File: src/verilog/ptsg_pkg.sv
/*
 * Constants and carrier types for the PWM trigger and sync glue.
 * Assumes one high-speed peripheral clock drives the glue and all sources.
 */
package ptsg_pkg;
    // ------------------------------------------------------------
    // Sizes
    // ------------------------------------------------------------
    localparam int NUM_PWM = 12;
    localparam int NUM_ADC_PWM = 9;
    localparam int NUM_PIN_TRIP = 12;
    localparam int NUM_TZ_PIN = 3;
    localparam int TRIP_W = 15;
    localparam int TZ_W = 6;
    localparam int SYNC_STRETCH = 8;
    localparam int SOC_STRETCH = 32;
    localparam int CNT_W = 6;

    // ------------------------------------------------------------
    // Field positions in the trip vectors
    // ------------------------------------------------------------
    localparam int TRIP_RAM_ERR_BIT = 12;
    localparam int TRIP_EXP_ERR_BIT = 13;
    localparam int TZ_ENC_ERR_BIT = 3;
    localparam int TZ_CLK_FAIL_BIT = 4;
    localparam int TZ_HALT_BIT = 5;

    // ------------------------------------------------------------
    // Carriers
    // ------------------------------------------------------------
    typedef struct packed {
        logic [NUM_PWM-1:0] conversion_trigger_a;
        logic [NUM_PWM-1:0] conversion_trigger_b;
        logic [NUM_PWM-1:0] pwm_event_irq;
        logic [NUM_PWM-1:0] pwm_trip_irq;
        logic [NUM_PWM-1:0] sync_out;
    } ptsg_pwm_out_t;

    typedef struct packed {
        logic [NUM_ADC_PWM-1:0] trig_a;
        logic [NUM_ADC_PWM-1:0] trig_b;
    } ptsg_adc_trig_t;

    typedef struct packed {
        logic [NUM_PIN_TRIP-1:0] pin_trip_line;
        logic ram_double_bit_error;
        logic interrupt_expander_error;
        logic encoder_error;
        logic clock_fail_flag;
        logic debug_halt;
    } ptsg_fault_in_t;
endpackage : ptsg_pkg

File: src/verilog/ptsg_glue.sv
/*
 * PWM trigger and sync glue: stretches sync and merged conversion triggers,
 * routes ADC triggers, builds trip vectors and fans out interrupts.
 * Assumes all inputs synchronous to clk (the high-speed peripheral clock).
 */
// Operation
// - Stretch module one sync output to 8 clocks toward pin multiplexer.
// - OR twelve trigger A outputs, stretch 32 clocks, send as merged A.
// - OR twelve trigger B outputs, stretch 32 clocks, send as merged B.
// - Route trigger A and B of modules one to nine to analog side.
// - Build fifteen-bit trip vector from pin lines, RAM and expander errors.
// - Build six trip-zone inputs from three pins, encoder, clock fail, halt.
// - Pass twelve event and twelve trip interrupts to interrupt expander.
// - Leave sync outputs of modules three, six, nine, twelve unused.
// - Feed sync inputs from external sync pin and timebase clock gate.
`timescale 1ns/1ns
module ptsg_glue #(
    parameter int SYNC_LEN_CYC = ptsg_pkg::SYNC_STRETCH,
    parameter int SOC_LEN_CYC = ptsg_pkg::SOC_STRETCH
) (
    input wire logic clk,
    input wire logic rst_n,
    input wire ptsg_pkg::ptsg_pwm_out_t pwm_out,
    input wire ptsg_pkg::ptsg_fault_in_t faults,
    input wire logic external_sync_in,
    input wire logic timebase_clock_gate,
    output logic sync_to_pin,
    output logic merged_trigger_a,
    output logic merged_trigger_b,
    output ptsg_pkg::ptsg_adc_trig_t adc_trig,
    output logic [ptsg_pkg::TRIP_W-1:0] trip_inputs,
    output logic [ptsg_pkg::TZ_W-1:0] trip_zone_inputs,
    output logic [ptsg_pkg::NUM_PWM-1:0] pwm_event_irq,
    output logic [ptsg_pkg::NUM_PWM-1:0] pwm_trip_irq,
    output logic pwm_sync_in,
    output logic pwm_clock_gate
);

    // ------------------------------------------------------------
    // Local constants
    // ------------------------------------------------------------
    // Counters are CNT_W bits wide: a stretch above 63 cycles needs more
    localparam int MOD_ONE = 0;
    localparam int STR_SYNC = 0;
    localparam int STR_CONVERSION_TRIGGER_A = 1;
    localparam int STR_CONVERSION_TRIGGER_B = 2;
    localparam int NUM_STR = 3;
    localparam logic [ptsg_pkg::CNT_W-1:0] SYNC_LEN = ptsg_pkg::CNT_W'(SYNC_LEN_CYC);
    localparam logic [ptsg_pkg::CNT_W-1:0] SOC_LEN = ptsg_pkg::CNT_W'(SOC_LEN_CYC);
    localparam logic [ptsg_pkg::CNT_W-1:0] CNT_ZERO = ptsg_pkg::CNT_W'(0);
    localparam logic [ptsg_pkg::CNT_W-1:0] CNT_ONE = ptsg_pkg::CNT_W'(1);
    localparam logic [ptsg_pkg::TRIP_W-1:0] TRIP_IDLE = '0;
    localparam logic [ptsg_pkg::TZ_W-1:0] TZ_IDLE = '0;

    // ------------------------------------------------------------
    // Timing
    // ------------------------------------------------------------
    // Every output is one register behind the inputs sampled at an edge.
    // Stretch length counts from the latest sample, so a held input keeps
    // the line high for its own length plus the stretch, less one cycle.

    // ------------------------------------------------------------
    // Signals
    // ------------------------------------------------------------
    logic [NUM_STR-1:0] str_pulse;
    logic [ptsg_pkg::CNT_W-1:0] str_cnt [NUM_STR];
    logic [ptsg_pkg::CNT_W-1:0] next_str_cnt [NUM_STR];
    logic next_str_on [NUM_STR];
    logic next_sync_to_pin;
    logic next_merged_trigger_a;
    logic next_merged_trigger_b;
    ptsg_pkg::ptsg_adc_trig_t next_adc;
    logic [ptsg_pkg::TRIP_W-1:0] next_trip;
    logic [ptsg_pkg::TZ_W-1:0] next_tz;
    logic [ptsg_pkg::NUM_PWM-1:0] next_event_irq;
    logic [ptsg_pkg::NUM_PWM-1:0] next_trip_irq;
    logic next_sync_in;
    logic next_clock_gate;

    // ------------------------------------------------------------
    // Stretch sources
    // ------------------------------------------------------------
    always_comb begin
        // Module one only; sync of 3, 6, 9 and 12 is never read
        str_pulse[STR_SYNC] = pwm_out.sync_out[MOD_ONE];
        str_pulse[STR_CONVERSION_TRIGGER_A] = |pwm_out.conversion_trigger_a;
        str_pulse[STR_CONVERSION_TRIGGER_B] = |pwm_out.conversion_trigger_b;
    end

    // ------------------------------------------------------------
    // Stretch counters, one per stretched line
    // ------------------------------------------------------------
    for (genvar g = 0; g < NUM_STR; g++) begin : g_str
        // Sync line is short, both trigger lines long
        localparam logic [ptsg_pkg::CNT_W-1:0] LEN = (g == STR_SYNC) ? SYNC_LEN : SOC_LEN;

        always_comb begin
            // Reload on every pulse so the window runs from the latest one
            if (str_pulse[g]) begin
                next_str_cnt[g] = LEN;
            end else if (str_cnt[g] != CNT_ZERO) begin
                next_str_cnt[g] = str_cnt[g] - CNT_ONE;
            end else begin
                next_str_cnt[g] = CNT_ZERO;
            end
            next_str_on[g] = next_str_cnt[g] != CNT_ZERO;
        end

        always_ff @(posedge clk) begin
            if (!rst_n) begin
                str_cnt[g] <= CNT_ZERO;
            end else begin
                str_cnt[g] <= next_str_cnt[g];
            end
        end
    end

    // ------------------------------------------------------------
    // Stretched outputs
    // ------------------------------------------------------------
    always_comb begin
        next_sync_to_pin = next_str_on[STR_SYNC];
        next_merged_trigger_a = next_str_on[STR_CONVERSION_TRIGGER_A];
        next_merged_trigger_b = next_str_on[STR_CONVERSION_TRIGGER_B];
    end

    always_ff @(posedge clk) begin
        if (!rst_n) begin
            sync_to_pin <= 1'b0;
            merged_trigger_a <= 1'b0;
            merged_trigger_b <= 1'b0;
        end else begin
            // Flopped so the pin side sees no glitches from the OR tree
            sync_to_pin <= next_sync_to_pin;
            merged_trigger_a <= next_merged_trigger_a;
            merged_trigger_b <= next_merged_trigger_b;
        end
    end

    // ------------------------------------------------------------
    // Conversion triggers toward the analog side
    // ------------------------------------------------------------
    always_comb begin
        // Modules ten to twelve do not reach the analog side
        next_adc.trig_a = pwm_out.conversion_trigger_a[ptsg_pkg::NUM_ADC_PWM-1:0];
        next_adc.trig_b = pwm_out.conversion_trigger_b[ptsg_pkg::NUM_ADC_PWM-1:0];
    end

    always_ff @(posedge clk) begin
        if (!rst_n) begin
            adc_trig <= '0;
        end else begin
            adc_trig <= next_adc;
        end
    end

    // ------------------------------------------------------------
    // Trip and trip-zone vectors
    // ------------------------------------------------------------
    always_comb begin
        // Top trip bit has no source and stays low
        next_trip = TRIP_IDLE;
        next_trip[ptsg_pkg::NUM_PIN_TRIP-1:0] = faults.pin_trip_line;
        next_trip[ptsg_pkg::TRIP_RAM_ERR_BIT] = faults.ram_double_bit_error;
        next_trip[ptsg_pkg::TRIP_EXP_ERR_BIT] = faults.interrupt_expander_error;
        next_tz = TZ_IDLE;
        next_tz[ptsg_pkg::NUM_TZ_PIN-1:0] = faults.pin_trip_line[ptsg_pkg::NUM_TZ_PIN-1:0];
        next_tz[ptsg_pkg::TZ_ENC_ERR_BIT] = faults.encoder_error;
        next_tz[ptsg_pkg::TZ_CLK_FAIL_BIT] = faults.clock_fail_flag;
        next_tz[ptsg_pkg::TZ_HALT_BIT] = faults.debug_halt;
    end

    always_ff @(posedge clk) begin
        if (!rst_n) begin
            trip_inputs <= TRIP_IDLE;
            trip_zone_inputs <= TZ_IDLE;
        end else begin
            trip_inputs <= next_trip;
            trip_zone_inputs <= next_tz;
        end
    end

    // ------------------------------------------------------------
    // Interrupt fan-out
    // ------------------------------------------------------------
    always_comb begin
        // One line per module and kind, no merging
        next_event_irq = pwm_out.pwm_event_irq;
        next_trip_irq = pwm_out.pwm_trip_irq;
    end

    always_ff @(posedge clk) begin
        if (!rst_n) begin
            pwm_event_irq <= '0;
            pwm_trip_irq <= '0;
        end else begin
            pwm_event_irq <= next_event_irq;
            pwm_trip_irq <= next_trip_irq;
        end
    end

    // ------------------------------------------------------------
    // Synchronization feed
    // ------------------------------------------------------------
    always_comb begin
        // Gate bit lives in the clock control register outside the glue
        next_sync_in = external_sync_in;
        next_clock_gate = timebase_clock_gate;
    end

    always_ff @(posedge clk) begin
        if (!rst_n) begin
            pwm_sync_in <= 1'b0;
            pwm_clock_gate <= 1'b0;
        end else begin
            pwm_sync_in <= next_sync_in;
            pwm_clock_gate <= next_clock_gate;
        end
    end
endmodule : ptsg_glue

File: config.mk
export PLATFORM = sky130hd
export DESIGN_NAME = ptsg_glue
export DESIGN_NICKNAME = d
export VERILOG_FILES = /design/src/verilog/ptsg_pkg.sv /design/src/verilog/ptsg_glue.sv
export SDC_FILE = /design/constraint.sdc
export NUM_CORES = 1
export LEC_CHECK = 0
export BUFFER_PORTS_ARGS = -buffer_cell sky130_fd_sc_hd__buf_4
export CAP_MARGIN = 15
export CORE_UTILIZATION = 43
export CTS_CLUSTER_DIAMETER = 200
export DETAILED_ROUTE_END_ITERATION = 6
export GPL_ROUTABILITY_DRIVEN = 0
export GPL_TIMING_DRIVEN = 0
export PLACE_DENSITY = 0.78
export SYNTH_ARGS = -nofsm -noshare
export SYNTH_HDL_FRONTEND = slang
export SYNTH_SLANG_ARGS = --single-unit
File: constraint.sdc
create_clock -name clk -period 1.66 [get_ports clk]
set_input_delay 0.249 -clock clk [delete_from_list [all_inputs] [get_ports clk]]
set_output_delay 0.249 -clock clk [all_outputs]
set_load 0.1 [all_outputs]
==> flow_metrics.tcl, run 1 <==
set metrics [dict create \
    result_of_the_run "finished clean" \
    number_of_antenna_violations_at_the_first_check_in_global_routing 0 \
    power.ir.vdd_worst_uv 606.7 \
    grt_first_pass_wirelength_um 9584 \
    avgRoutedWirePerCell_um 13.53 \
    postSynthAreaPerCell_um2 10.92 \
    worst_hold_path_type "input pin to flip-flop" \
    rsz0062_at_grt "false" \
    netlist-cell-type-count 34 \
    cts_root_buf "clkbuf_8" \
    die_h_um 80.41 \
    yosys.area_share.xor_xnor_pct 3.313 \
    area_of_the_multi_input_gates_um2 915.9 \
    n_fill_cell 493 \
    layout-area-overhead-vs-synth_pct 50.35 \
    cts_tree "yes" \
    grt_use_total_pct 20.16 \
    post_synth_and_or_nand_nor_area_fraction_pct 26.27 \
    max_freq_mhz 675.9 \
    fin_setup_tns_ns 0 \
    dominantRegCellSynth "dfxtp_1" \
    post-route-drc-count 0 \
    synth_compound_area_share_pct 2.082 \
    gate_count_of_the_mapped_netlist 242 \
    path_clk_slew_ns 0.08 \
    port_buffers 136 \
    diodes 0 \
    total_leakage_power_nw 1.915 \
    global_route_overflow 0 \
    synthesis.yosys.warnings 0 \
    number_of_synthesized_flops_with_an_enable_pin 0 \
    yosys.area.top_type_share_pct 62.09 \
    floorplan.die.width_um 80.41 \
    cp-startpoint "str_cnt[0][0]" \
    io-pin-count 149 \
    timing.max_cap.violations 0 \
    cts_buffer_depth 2 \
    post-cts-setup-buffer-count 0 \
    coreArea_um2 5921 \
    synth_nets 329 \
    worst_hold_margin_ns 0.1095 \
    postPlaceCellArea_um2 3759 \
    initial_utilization_pct 44.65 \
    clock_skew_ns 0.005329 \
    hold_path_startpoint "faults[7]" \
    cts_repair_resize_count 0 \
    yosysSeqAreaShare_pct 62.09 \
    number_of_slew_limit_violations_in_the_final_report 0 \
    cts-buffers-inserted 9 \
    yosys.area_share.adder_pct 2.840 \
    std_cell_rows 28 \
    combined_flip_flop_and_latch_cell_area_um2 1642 \
    grt_max_degree 14 \
    hold_violations 0 \
    synth.cells.most_frequent "82 x dfxtp_1, 61 x and2_1, 17 x nor2_1" \
    hpwl_after_detailed_placement_um 4903 \
    die_outline_area_um2 6466 \
    grt_pass1_vias 2014 \
    fin_crit_sh_pct 89.13 \
    clkSinkCount 82 \
    vias 2090 \
    final_cell_area_excluding_filler_cells_um2 3975 \
    critical_path_class "flip-flop to flip-flop" \
    htree_levels 3 \
    largest_family_of_logic_cells_by_synthesized_area "simple AND/OR/NAND/NOR gates" \
    worst_setup_path_start_kind "flip-flop" \
    yosys-top-cells-area "dfxtp_1 62%, and2_1 14%, ha_1 2.8%" \
    worst_r2r_startpoint "str_cnt[0][0]" \
    setup_viol 0 \
    utilization_pct 67.14 \
    synth-async-reset-ratio_pct 0 \
    arrival_ns 1.69 \
    drt_iter0_drc 32 \
    crit_required_ns 1.87 \
    nNetsFinal 476 \
    worst-path-max-fanout 5 \
    synth_top_cell_by_area "dfxtp_1" \
    holdBufCountCts 0 \
    yosysMostFrequentCell "dfxtp_1" \
    min_period_ns 1.480 \
    post_drt_via_cell_ratio 4.466 \
    power.density_nw_per_um2 1230 \
    critical_path.endpoint_type "flip-flop" \
    ys_ff_latch 82 \
    clock_latency_ns 0.34 \
    firstDrtPassIters 4 \
    drive_gt1_share_pct 42.49 \
    routed_wl_um 6333 \
    synth.area.mux_share_pct 0 \
    detail-route-antenna-nets 0 \
    synth_area_um2 2644 \
]
[area by class of cell]
cell class | instances | area share (%)
Sequential cell | 82 | 41.30
Inverter | 8 | 0.7554
Clock inverter | 5 | 1.983
Buffer | 11 | 1.416
Clock buffer | 10 | 3.462
Timing Repair Buffer | 136 | 25.68
Multi-Input combinational cell | 141 | 23.04
Tap cell | 75 | 2.361
[cell usage in the layout (no fill, tap or decap), types with 2 or more instances in the layout]
cell,instances
xor2_1,4
nor4_1,5
dfxtp_1,82
nand2_1,10
ha_1,6
nor2_1,17
bufinv_16,2
inv_1,8
nor2_2,5
nand4_1,2
xnor2_1,6
nand3b_1,2
clkinv_2,2
nand3_1,3
clkbuf_8,10
nor3_1,2
clkbuf_1,7
buf_4,140
and2_1,61
[critical path, stage by stage, from the launching register on]
cell and delay, ns:
dfxtp_1 0.35, inv_1 0.09, ha_1 0.14, nor3b_1 0.24, nor2_1 0.08, o31ai_1 0.34, o211ai_2 0.12
[power breakdown]
group / internal, mW / switching (mW)
clock: 0.877 / 0.668
combinational: 0.339 / 0.878
sequential: 2.08 / 0.0484
[path summary, 6_finish.rpt]
kind | endpoint | slack, ns | cells after the start
max | sync_to_pin | 0.18 | 6
min | trip_inputs[2] | 0.11 | 2
max reg2reg | sync_to_pin | 0.18 | 6
min reg2reg | str_cnt[1][0] | 0.48 | 1
[cells by family after synthesis]
family | after synthesis
compound gates | 7
xor+xnor | 10
fa+ha+maj | 6
buf+inv | 19
flops | 82
other cells | 1
simple gates | 117
[metrics by stage]
stage / total power, mW / setup slack [ns] / instances
detailed placement: 3.395 / 0.1232 / 453
CTS: 4.932 / 0.1695 / 468
global route: 5.089 / 0.03999 / 468
finish: 4.890 / 0.1804 / 468
global placement: 3.381 / 0.1808 / 453
floorplan: 3.067 / 0.05477 / 242
[metal layers]
metal / vias to the layer above / global-route usage [%] / wire (um)
li1: 1054 / - / -
met1: 963 / 20.90 / 2376
met2: 66 / 36.44 / 3346
met3: 7 / 6.364 / 525
met4: 0 / 9.643 / 85
met5: - / 0 / 0
[state kept, by name, summed over array words and instances (netlist names)]
signal	count
merged_trigger_a	1
sync_to_pin	1
trip_zone_inputs	3
trip_inputs	14
pwm_sync_in	1
merged_trigger_b	1
pwm_event_irq	12
pwm_trip_irq	12
str_cnt	18
adc_trig	18
pwm_clock_gate	1
Power figures use the tool's default switching activity.
==> run 2: changes to the inputs <==
--- a/config.mk
+++ b/config.mk
@@ -7,6 +7,7 @@
 export LEC_CHECK = 0
 export BUFFER_PORTS_ARGS = -buffer_cell sky130_fd_sc_hd__buf_4
 export CAP_MARGIN = 15
+export CORE_MARGIN = 2
 export CORE_UTILIZATION = 43
 export CTS_CLUSTER_DIAMETER = 200
 export DETAILED_ROUTE_END_ITERATION = 6
==> run 2 against run 1 <==
Fmax rose by 0.19%. Highest routed layer unchanged. Final area fell by 1.3%. Die area rose by 5.0%. Sequential power about the same. Total power decreased by 6.8%. Worst setup slack improved by 0.0029 ns. Via count increased by 0.48%. Largest cell class unchanged. Sequential share of layout area up 0.54 points. Largest power group unchanged. Register-to-register slack is essentially flat. Clock power down 22%. Flip-flop and latch count unchanged. Combinational power hardly changed.
==> flow_metrics.tcl, run 2 (same netlist as run 1, synthesis figures left out) <==
set metrics [dict create \
    area_of_the_multi_input_gates_um2 920.9 \
    initial_utilization_pct 44.65 \
    worst_r2r_startpoint "str_cnt[0][0]" \
    avgRoutedWirePerCell_um 13.84 \
    floorplan.die.width_um 82.41 \
    die_h_um 82.41 \
    post-route-drc-count 0 \
    critical_path_class "flip-flop to flip-flop" \
    n_fill_cell 470 \
    worst_hold_margin_ns 0.1047 \
    total_leakage_power_nw 1.877 \
    vias 2100 \
    most-common-layout-cells "140 x buf_4, 82 x dfxtp_1, 61 x and2_1" \
    worst_setup_path_start_kind "flip-flop" \
    routed_wl_um 6475 \
    cts_tree "yes" \
    register_to_register_path_setup_slack_ns 0.18 \
    clock_skew_ns 0.002573 \
    timing.max_cap.violations 0 \
    grt_use_total_pct 19.32 \
    hold_end "pwm_sync_in" \
    hpwl_after_detailed_placement_um 5073 \
    layout-area-overhead-vs-synth_pct 48.41 \
    critical_path.endpoint_type "flip-flop" \
    most_common_cell_after_layout_fill_and_taps_aside "buf_4" \
    clock_latency_ns 0.34 \
    fin_setup_tns_ns 0 \
    number_of_slew_limit_violations_in_the_final_report 0 \
    cts_root_buf "clkbuf_8" \
    min_period_ns 1.477 \
    drive_gt1_share_pct 42.49 \
    result_of_the_run "finished clean" \
    rsz0062_at_grt "false" \
    worstReg2RegEnd "sync_to_pin" \
    post-cts-setup-buffer-count 0 \
    std_cell_rows 28 \
    htree_levels 3 \
    final_cell_area_excluding_filler_cells_um2 3924 \
    hold_path_startpoint "external_sync_in" \
    setup_viol 0 \
    combined_flip_flop_and_latch_cell_area_um2 1642 \
    global_route_overflow 0 \
    worst_hold_path_type "input pin to flip-flop" \
    firstDrtPassIters 4 \
    clkSinkCount 82 \
    reg.largest.list "adc_trig x18, str_cnt x18, trip_inputs x14" \
    path_clk_slew_ns 0.08 \
    grt_max_degree 14 \
    utilization_pct 66.27 \
    worst-path-max-fanout 5 \
    grt_pass1_vias 2006 \
    detail-route-antenna-nets 0 \
    die_outline_area_um2 6791 \
    cts-buffers-inserted 9 \
    postPlaceCellArea_um2 3759 \
    post_drt_via_cell_ratio 4.487 \
    diodes 0 \
    fin_crit_sh_pct 88.96 \
    number_of_antenna_violations_at_the_first_check_in_global_routing 0 \
    cts_repair_resize_count 0 \
    drt_iter0_drc 51 \
    power.density_nw_per_um2 1161 \
    hold_violations 0 \
    power.ir.vdd_worst_uv 649.9 \
    io-pin-count 149 \
    crit_required_ns 1.88 \
    max_freq_mhz 677.2 \
    grt_first_pass_wirelength_um 9701 \
    coreArea_um2 5921 \
    holdBufCountCts 0 \
    cts_buffer_depth 2 \
    nNetsFinal 476 \
    min_path_cells 2 \
    arrival_ns 1.69 \
    worst_r2r_path_depth 6 \
    port_buffers 136 \
]
-- run 2: per-stage QoR --
| step | total power, mW | instances | worst slack, ns |
|---|---|---|---|
| final | 4.556 | 468 | 0.1833 |
| after global routing | 4.727 | 468 | 0.03284 |
| after CTS | 4.585 | 468 | 0.1587 |
| after detailed placement | 3.393 | 453 | 0.1511 |
| after global placement | 3.382 | 453 | 0.1825 |
| after floorplan | 3.067 | 242 | 0.05477 |
-- run 2: layout make-up --
class                      instances  area share (%)
clock inverter                     5          0.8291
inverter                           8          0.7653
buffer                            11           1.435
sequential                        82           41.84
timing repair buffer             136           26.02
clock buffer                      10           3.253
multi-input combinational        141           23.47
tap                               75           2.392
-- run 2: report_power, final --
part | switching, mW | internal [mW] | total [mW] | leakage (nW)
Combinational | 0.880 | 0.341 | 1.22 | 1.12
Clock | 0.679 | 0.529 | 1.21 | 0.0742
Sequential | 0.0473 | 2.08 | 2.13 | 0.680
-- run 2: how the worst max path moves through the flow --
stage                    from             endpoint  slack [ns]  depth (start not counted)
6_report        str_cnt[0][0]          sync_to_pin        0.18                          6
3_5_place_dp      pwm_out[37]        str_cnt[2][2]        0.15                          5
5_1_grt         str_cnt[0][0]          sync_to_pin        0.03                          6
2_1_floorplan  trip_inputs[0]  trip_zone_inputs[0]        0.05                          1
4_1_cts         str_cnt[0][0]          sync_to_pin        0.16                          6
3_3_place_gp      pwm_out[37]        str_cnt[2][2]        0.18                          5
-- run 2: critical path, cell delays in order, from the launching register on --
cell	delay (ns)
dfxtp_1	0.35
inv_1	0.09
ha_1	0.14
nor3b_1	0.25
nor2_1	0.10
o31ai_2	0.31
o211ai_2	0.12
-- run 2: layer usage --
metal / part of all wire (%) / track usage, % / vias to the layer above
li1: - / - / 1055
met2: 51 / 35.00 / 73
met4: 2.1 / 7.667 / 0
met3: 11 / 7.065 / 12
met5: 0 / 0 / -
met1: 36 / 20.11 / 960
